<file path="config.mk">
export PLATFORM = sky130hd
export DESIGN_NAME = sfrp_read_flags_top
export DESIGN_NICKNAME = d
export VERILOG_FILES = /design/src/sfrp_pkg.sv /design/src/sfrp_fifo_if.sv /design/src/sfrp_read_flags_top.sv /design/src/sfrp_buffer.sv
export SDC_FILE = /design/constraint.sdc
export NUM_CORES = 1
export LEC_CHECK = 0
export ABC_CLOCK_PERIOD_IN_PS = 3100
export BUFFER_PORTS_ARGS = -buffer_cell sky130_fd_sc_hd__buf_2
export CAP_MARGIN = 20
export CORE_ASPECT_RATIO = 0.6
export CORE_UTILIZATION = 60
export CTS_BUF_LIST = sky130_fd_sc_hd__clkbuf_8
export DETAILED_ROUTE_END_ITERATION = 12
export PLACE_DENSITY_LB_ADDON = 0.3
export SYNTH_ARGS = -nofsm -noshare
export SYNTH_HDL_FRONTEND = slang
export SYNTH_SLANG_ARGS = --single-unit
</file>
<file path="constraint.sdc">
create_clock -name ref_clk_in -period 3.1 [get_ports ref_clk_in]
set_input_delay 0.31 -clock ref_clk_in [delete_from_list [all_inputs] [get_ports ref_clk_in]]
set_output_delay 0.31 -clock ref_clk_in [all_outputs]
set_load 0.005 [all_outputs]
</file>
<file path="src/sfrp_pkg.sv">
/*
  Constants and types for the buffered read port with status flags.
  Assumes a single clock domain shared by the writing and reading logic.
*/
package sfrp_pkg;
  localparam int DATA_W = 9;
  localparam int DEPTH = 32;
  localparam int EMPTY_OFF_RST = 7;
  localparam int FULL_OFF_RST = 7;
  localparam int LOAD_FIELD_LSB = 0;
  typedef enum logic {SFRP_LOAD_EMPTY, SFRP_LOAD_FULL} sfrp_load_e;
endpackage

</file>
<file path="src/sfrp_fifo_if.sv">
/*
  Carrier between the flag logic and the word store.
  Assumes both sides run on the same clock.
*/
`timescale 1ns/10ps
`default_nettype none
interface sfrp_fifo_if #(
  parameter int W = 9,
  parameter int DEPTH = 32
);
  logic wr_valid;
  logic wr_ready;
  logic [W-1:0] wr_data;
  logic rd_valid;
  logic rd_ready;
  logic [W-1:0] rd_data;
  logic [$clog2(DEPTH):0] level;
  modport store_mp (
    input wr_valid, wr_data, rd_ready,
    output wr_ready, rd_valid, rd_data, level
  );
  modport user_mp (
    output wr_valid, wr_data, rd_ready,
    input wr_ready, rd_valid, rd_data, level
  );
endinterface
`default_nettype wire

</file>
<file path="src/sfrp_read_flags_top.sv">
/*
  Read port and status flags of a nine-bit first-in first-out buffer.
  Assumes writer and reader share ref_clk_in and drive pins synchronously.
*/
// Notes on behaviour
// - Both read enables low take one word
// - Reads ignored while empty indicator low
// - Output enable low drives data bus
// - Empty indicator low exactly when nothing stored
// - Almost-empty low at count within offset, default seven
// - Almost-full low at space within offset, default seven
// - Full indicator low when full, writes ignored
// - Almost-full changes only on write clock
// - Reset clears pointers, sets flag levels
// - Reset samples second enable or load pin
// - Dual mode writes need first low, second high
// - Nine-bit data in, out and stored
`timescale 1ns/10ps
`default_nettype none
module sfrp_read_flags_top #(
  parameter int W = sfrp_pkg::DATA_W,
  parameter int DEPTH = sfrp_pkg::DEPTH
) (
  // Clock and resets
  input wire logic ref_clk_in,
  input wire logic srst_in,
  input wire logic buffer_reset_n_in,
  // Write side
  input wire logic write_enable_a_n_in,
  input wire logic write_enable_b_or_offset_load_in,
  input wire logic [W-1:0] data_in,
  // Read side
  input wire logic read_enable_a_n_in,
  input wire logic read_enable_b_n_in,
  input wire logic output_enable_n_in,
  output logic [W-1:0] data_out,
  output logic data_oe_n_out,
  // Status flags
  output logic empty_indicator_n_out,
  output logic almost_empty_indicator_n_out,
  output logic almost_full_indicator_n_out,
  output logic full_indicator_n_out
);
  localparam int AW = $clog2(DEPTH);

  generate
    if (W < AW || DEPTH <= sfrp_pkg::FULL_OFF_RST) begin : g_bad_size
      $error("sfrp_read_flags_top: data too narrow or depth too small");
    end
  endgenerate

  sfrp_fifo_if #(.W(W), .DEPTH(DEPTH)) fifo_bus ();

  wire clear_w = srst_in | ~buffer_reset_n_in;
  logic dual_mode_q;
  logic [AW-1:0] empty_off_q;
  logic [AW-1:0] full_off_q;
  sfrp_pkg::sfrp_load_e load_st_q;
  logic [W-1:0] data_q;

  // The store is written and read on the one clock, so its registered
  // count already stands in both domains without a further crossing
  sfrp_buffer #(.W(W), .DEPTH(DEPTH)) u_store (
    .clk_in(ref_clk_in),
    .clear_in(clear_w),
    .port(fifo_bus.store_mp)
  );

  wire [AW:0] level_w = fifo_bus.level;
  wire [AW:0] space_w = (AW+1)'(DEPTH) - level_w;
  wire rd_req_w = ~read_enable_a_n_in & ~read_enable_b_n_in;
  wire pop_w = rd_req_w & fifo_bus.rd_valid;
  wire wr_req_w = ~write_enable_a_n_in & write_enable_b_or_offset_load_in;
  wire load_wr_w = ~dual_mode_q & ~write_enable_b_or_offset_load_in &
    ~write_enable_a_n_in;
  wire [AW-1:0] load_val_w = data_in[sfrp_pkg::LOAD_FIELD_LSB +: AW];

  assign fifo_bus.wr_valid = wr_req_w;
  assign fifo_bus.wr_data = data_in;
  assign fifo_bus.rd_ready = rd_req_w;

  // Shared threshold test; a flag stays high while its amount is above the offset
  function automatic logic above_offset(input logic [AW:0] amount,
                                        input logic [AW-1:0] offset);
    return amount > {1'b0, offset};
  endfunction

  // Flags
  assign empty_indicator_n_out = fifo_bus.rd_valid;
  assign almost_empty_indicator_n_out = above_offset(level_w, empty_off_q);
  assign almost_full_indicator_n_out = above_offset(space_w, full_off_q);
  assign full_indicator_n_out = fifo_bus.wr_ready;
  assign data_out = data_q;
  // No tri-state here: the pad enable follows the pin, active low
  assign data_oe_n_out = output_enable_n_in;

  // Pin mode is caught on every clock of the reset, kept after release
  always_ff @(posedge ref_clk_in) begin
    if (clear_w) begin
      dual_mode_q <= write_enable_b_or_offset_load_in;
    end
  end

  // Offset loading alternates empty then full offset on each load write
  always_ff @(posedge ref_clk_in) begin
    if (clear_w) begin
      empty_off_q <= AW'(sfrp_pkg::EMPTY_OFF_RST);
      full_off_q <= AW'(sfrp_pkg::FULL_OFF_RST);
      load_st_q <= sfrp_pkg::SFRP_LOAD_EMPTY;
    end else if (load_wr_w) begin
      case (load_st_q)
        sfrp_pkg::SFRP_LOAD_EMPTY: begin
          empty_off_q <= load_val_w;
          load_st_q <= sfrp_pkg::SFRP_LOAD_FULL;
        end
        sfrp_pkg::SFRP_LOAD_FULL: begin
          full_off_q <= load_val_w;
          load_st_q <= sfrp_pkg::SFRP_LOAD_EMPTY;
        end
        default: begin
          load_st_q <= sfrp_pkg::SFRP_LOAD_EMPTY;
        end
      endcase
    end
  end

  // Output word holds until the next accepted read
  always_ff @(posedge ref_clk_in) begin
    if (clear_w) begin
      data_q <= '0;
    end else if (pop_w) begin
      data_q <= fifo_bus.rd_data;
    end
  end
endmodule
`default_nettype wire

</file>
<file path="src/sfrp_buffer.sv">
/*
  Word store: circular buffer with valid and ready on both sides.
  Assumes a synchronous active-high clear and a power-of-two depth.
*/
`timescale 1ns/10ps
`default_nettype none
module sfrp_buffer #(
  parameter int W = 9,
  parameter int DEPTH = 32
) (
  // Clock and clear
  input wire logic clk_in,
  input wire logic clear_in,
  // Store side of the carrier
  sfrp_fifo_if.store_mp port
);
  localparam int AW = $clog2(DEPTH);

  generate
    if (DEPTH < 8 || (1 << AW) != DEPTH) begin : g_bad_depth
      $error("sfrp_buffer: DEPTH must be a power of two, at least 8");
    end
  endgenerate

  logic [W-1:0] mem_q [DEPTH];
  logic [AW-1:0] wptr_q;
  logic [AW-1:0] rptr_q;
  logic [AW:0] level_q;
  logic [AW:0] level_d;
  wire push = port.wr_valid & port.wr_ready;
  wire pop = port.rd_valid & port.rd_ready;

  // Full and empty come straight from the count, so they never lie
  assign port.wr_ready = level_q != (AW+1)'(DEPTH);
  assign port.rd_valid = level_q != '0;
  assign port.rd_data = mem_q[rptr_q];
  assign port.level = level_q;
  assign level_d = level_q + {{AW{1'b0}}, push} - {{AW{1'b0}}, pop};

  always_ff @(posedge clk_in) begin
    if (clear_in) begin
      wptr_q <= '0;
      rptr_q <= '0;
      level_q <= '0;
    end else begin
      if (push) begin
        wptr_q <= wptr_q + 1'b1;
      end
      if (pop) begin
        rptr_q <= rptr_q + 1'b1;
      end
      level_q <= level_d;
    end
  end

  // Storage has no reset; only the pointers and the count decide what is valid
  always_ff @(posedge clk_in) begin
    if (push) begin
      mem_q[wptr_q] <= port.wr_data;
    end
  end
endmodule
`default_nettype wire

</file>
==> results <==
- The flow ran to the end, and the final reports show no timing, DRC or antenna violations.
- After detailed placement, the total cell area comes to 13700 µm².
- The sink count of the clock tree is 325.
- The synthesized area divided by synthesized cell count is 17.2 µm².
- In this run, the number of DRC markers left after iteration 0 of detailed routing was 750.
- The slowest cell on the critical path is sky130_fd_sc_hd__or4b_2.
- The clock passes through at most 3 buffers.
- The post-synthesis share of cell area spent on and, or, nand and nor gates is 0.0501.
- Entering global routing, the biggest net connects 35 pins.
- The final weighted congestion in routability-driven placement is 0.909.
- The post-synthesis sequential area ratio is 0.721.
- In the global route stage, overall resource usage came out at 0.270.
- The CTS H-tree depth is 2.
- For this design the top-level I/O count stands at 31.
- The number of global-route vias before repair is 7200.
- The final routed wire length divided by cell count is 24.5 µm.
- The most frequently used flop master after synthesis is sky130_fd_sc_hd__edfxtp_1.
- The clock-pin slew on the worst setup and hold paths is 0.07 ns.
- The count of nets after finishing is 889.
- The layout cell share with drive strength beyond 1 is 0.202.
- The worst path needs 2.83 ns of the cycle, external delays included.
- The synthesized-area fraction occupied by ao, oa, aoi and oai cells is 0.0461.
- The number of slew-limit violations in the final report was 0.
- The synthesized netlist contains 43 unique library cells.
- In this run the tool buffered the top-level ports with 28 buffer cells.
- The count of final setup violators is 0.
- Summed over all cells, the static leakage comes to 4.84 nW.
- The synthesized netlist net count is 803.
- The cell row count is 41.
- The synthesized netlist occupies a cell area of 13000 µm².
- The synthesized design spends more area on one cell type than any other, namely sky130_fd_sc_hd__edfxtp_1.
- The share of synthesized area in the top cell type comes to 0.665.
- Yosys mapped a number of flops with a built-in enable equal to 289.
- After detailed routing, the total wire length is 28400 µm.
- In this design, the stage delay of the slowest critical-path cell is 0.66 ns.
- The data arrival at the endpoint of the critical path is 3.34 ns.
- In this run the standard cell core region covers 21100 µm².
- For this run, the number of Yosys warnings is 0.
- The final instance area is 14600 µm².
- The later pin in the worst-skew pair is clocked with a latency of 0.57 ns.
- Of the available clock period, the critical path in the final layout requires 0.912.
- The sum of negative setup slack is 0 ns.
- The post-synthesis sequential element count is 325.
- The die extent in x is 192 µm.
- The initial antenna violation count is 0.
- The post-synthesis async set-or-reset flop share is 0.
- Synthesis produced a netlist whose cell count is 758.
- The max capacitance violation total is 0.
- The worst-case IR drop observed on VDD is 612 µV.
- The worst pin sits at a relative slew slack of 0.325.
- Detailed routing inserted a total of 7048 vias.
- The number of standard cells in the layout, taps in and fillers out is 1160.
- CTS placed an instance of sky130_fd_sc_hd__clkbuf_8 at the clock tree root.
- The area added between synthesis and finish is 12.0%.
- Of all nets on the critical path, the largest fanout is 4.
- The initial core utilization is 0.617.
- The first global-routing pass estimated 42800 µm of wire.
- The worst setup path is captured at a register.
- The number of cells in the design after placement is 1074.
- The number of buffers added by the clock tree synthesis step is 46.
- The number of failing hold endpoints at the final stage is 0.
- STA puts the critical path data required time at 3.61 ns.
- Setup repair after global routing left no endpoint under its margin.
- The worst setup path is launched from a register.
- The portion of synthesized area spent on multiplexers is 0.126.
- In this run the power density over the cells is 603 nW/µm².
- The die covers 22400 µm².
- Detailed placement ended at an HPWL of 18000 µm.
- The path class of the tightest hold or removal check is input pin to register.
- The worst hold margin is 0.110 ns.
- Of the total synthesized cell area, the portion taken by full adders, half adders and majority gates is 0.0274.
- Once detail routing completed, the nets flagged for antenna violations numbered 0.
- Clock skew on the completed layout was measured at 0.0189 ns.
- The pin slew with the least headroom to its limit is 1.00 ns.
- The kind of cell with the highest combined delay along the critical path is simple AND/OR/NAND/NOR gates.
- In this run the post-CTS setup repair buffer count came out at 0.
- Of the total synthesized cell area, the portion taken by XOR and XNOR cells is 0.00940.
- The post-detailed-route via-to-cell ratio is 6.08.
- The peak clock frequency supported by timing is 0.354 GHz.
- The class of the most critical setup path is register to register.
- From bottom edge to top edge, the die measures 116 µm.
- The total overflow left after global routing is 0.
- The first-pass iteration count of the detailed router is 5.
- By area the synthesized netlist is led by sky130_fd_sc_hd__edfxtp_1 (67%), sky130_fd_sc_hd__mux4_2 (7.1%), sky130_fd_sc_hd__dfxtp_1 (5.5%).
- Yosys instantiated no cell more often than sky130_fd_sc_hd__edfxtp_1.
- TritonCTS built the clock tree.
- The number of diodes is 0.
- The DRC violations left is 0.
- Ranked by instance count, the synthesized netlist is headed by sky130_fd_sc_hd__edfxtp_1 (289), sky130_fd_sc_hd__mux2i_1 (62), sky130_fd_sc_hd__nor2_1 (61).
- Counting both buffers and inverters, the worst setup path holds a total of 2.
- The critical path goes through inv_1 > ha_1 > nand3_1 > nor3b_2 > ha_1 > inv_1 > ha_1 > a21oi_1 > o21bai_1 > a21oi_1 > or4b_2 > nand3_1.
- The cell that appears most often on the critical path is sky130_fd_sc_hd__ha_1.
- The dominant combinational cell family by area after synthesis is multiplexers.
==> sequential cells by signal, indices dropped and copies added (netlist names) <==
| register | cells |
|---|---|
| u_store.port.level | 6 |
| load_st_q | 1 |
| u_store.mem_q | 288 |
| dual_mode_q | 1 |
| empty_off_q | 5 |
| u_store.wptr_q | 5 |
| full_off_q | 5 |
| u_store.rptr_q | 5 |
| data_out | 9 |
==> layer usage <==
layer  vias up  GRT usage  share of wire
met1      3527      0.411           0.45
li1       3153          -              -
met4         0     0.0887          0.020
met3        47     0.0661          0.091
met5         -          0              0
met2       321      0.386           0.44
==> what timing repair did <==
item	in CTS	in global routing
hold buffers	1	0
hold endpoints to repair	1	0
resized for setup	0	1
endpoints found under the setup margin	0	1
==> worst register-to-register path: cells and delay by family, from the launching register on <==
kind / cells / cell delay (ns)
AND/OR/NAND/NOR: 4 / 1.07
adder cells (fa/ha/maj): 3 / 0.69
flip-flops: 1 / 0.43
AO/OA/AOI/OAI: 3 / 0.43
buffers and inverters: 2 / 0.17
==> metrics by stage <==
step | power, mW | setup WS [ns] | utilization
CTS | 8.86 | 0.177 | 0.691
global placement | 5.70 | 0.350 | 0.649
finish | 8.81 | 0.272 | 0.691
global route | 9.14 | 0.0871 | 0.691
detailed placement | 5.72 | 0.194 | 0.649
floorplan | 5.42 | 0.280 | -
==> logic make-up (layout without fill, tap and decap cells) <==
group / Yosys count / after routing
XOR/XNOR: 14 / 14
AND/OR/NAND/NOR: 136 / 136
multiplexers: 107 / 107
buffers and inverters: 57 / 180
AO/OA/AOI/OAI: 91 / 91
flip-flops: 325 / 325
adder cells (fa/ha/maj): 28 / 28
==> power by group <==
part           switching [mW]  internal, mW
combinational           0.449         0.336
clock                    1.56          1.62
sequential             0.0462          4.80
total                    2.06          6.76
==> layout by cell type, fill, tap and decap left out, types with 5 or more instances in the layout <==
master / n
sky130_fd_sc_hd__xor2_1: 7
sky130_fd_sc_hd__mux4_2: 41
sky130_fd_sc_hd__a21oi_1: 18
sky130_fd_sc_hd__xnor2_1: 7
sky130_fd_sc_hd__ha_1: 27
sky130_fd_sc_hd__buf_4: 43
sky130_fd_sc_hd__edfxtp_1: 289
sky130_fd_sc_hd__o21ai_0: 14
sky130_fd_sc_hd__buf_2: 28
sky130_fd_sc_hd__nor2b_1: 7
sky130_fd_sc_hd__a22o_1: 18
sky130_fd_sc_hd__inv_1: 35
sky130_fd_sc_hd__mux2i_1: 62
sky130_fd_sc_hd__o22ai_1: 18
sky130_fd_sc_hd__clkinv_1: 13
sky130_fd_sc_hd__a211oi_1: 10
sky130_fd_sc_hd__nand2_1: 25
sky130_fd_sc_hd__nand2b_1: 5
sky130_fd_sc_hd__nand4_1: 5
sky130_fd_sc_hd__nor2_1: 61
sky130_fd_sc_hd__dfxtp_1: 33
sky130_fd_sc_hd__nand3_1: 7
sky130_fd_sc_hd__clkbuf_8: 52
sky130_fd_sc_hd__a22oi_1: 9
sky130_fd_sc_hd__or4_1: 9
==> layout make-up <==
type / instances / area [µm²]
multi-input cells: 376 / 3390
repair buffers: 74 / 513
clock buffers: 52 / 716
well taps: 279 / 349
inverters: 21 / 78.8
flip-flops and latches: 325 / 9410
fillers: 1364 / 6530
clock inverters: 33 / 159
==> path summary, 6_finish.rpt <==
check	startpoint	to	slack, ns	cells after the start
worst max-delay path	u_store.port.level[2]	u_store.port.level[5]	0.27	12
worst min-delay path	srst_in	full_off_q[1]	0.11	4
worst max register to register	u_store.port.level[2]	u_store.port.level[5]	0.27	12
worst min register to register	empty_off_q[4]	empty_off_q[4]	0.46	2
(Power assumes the default switching activity.)
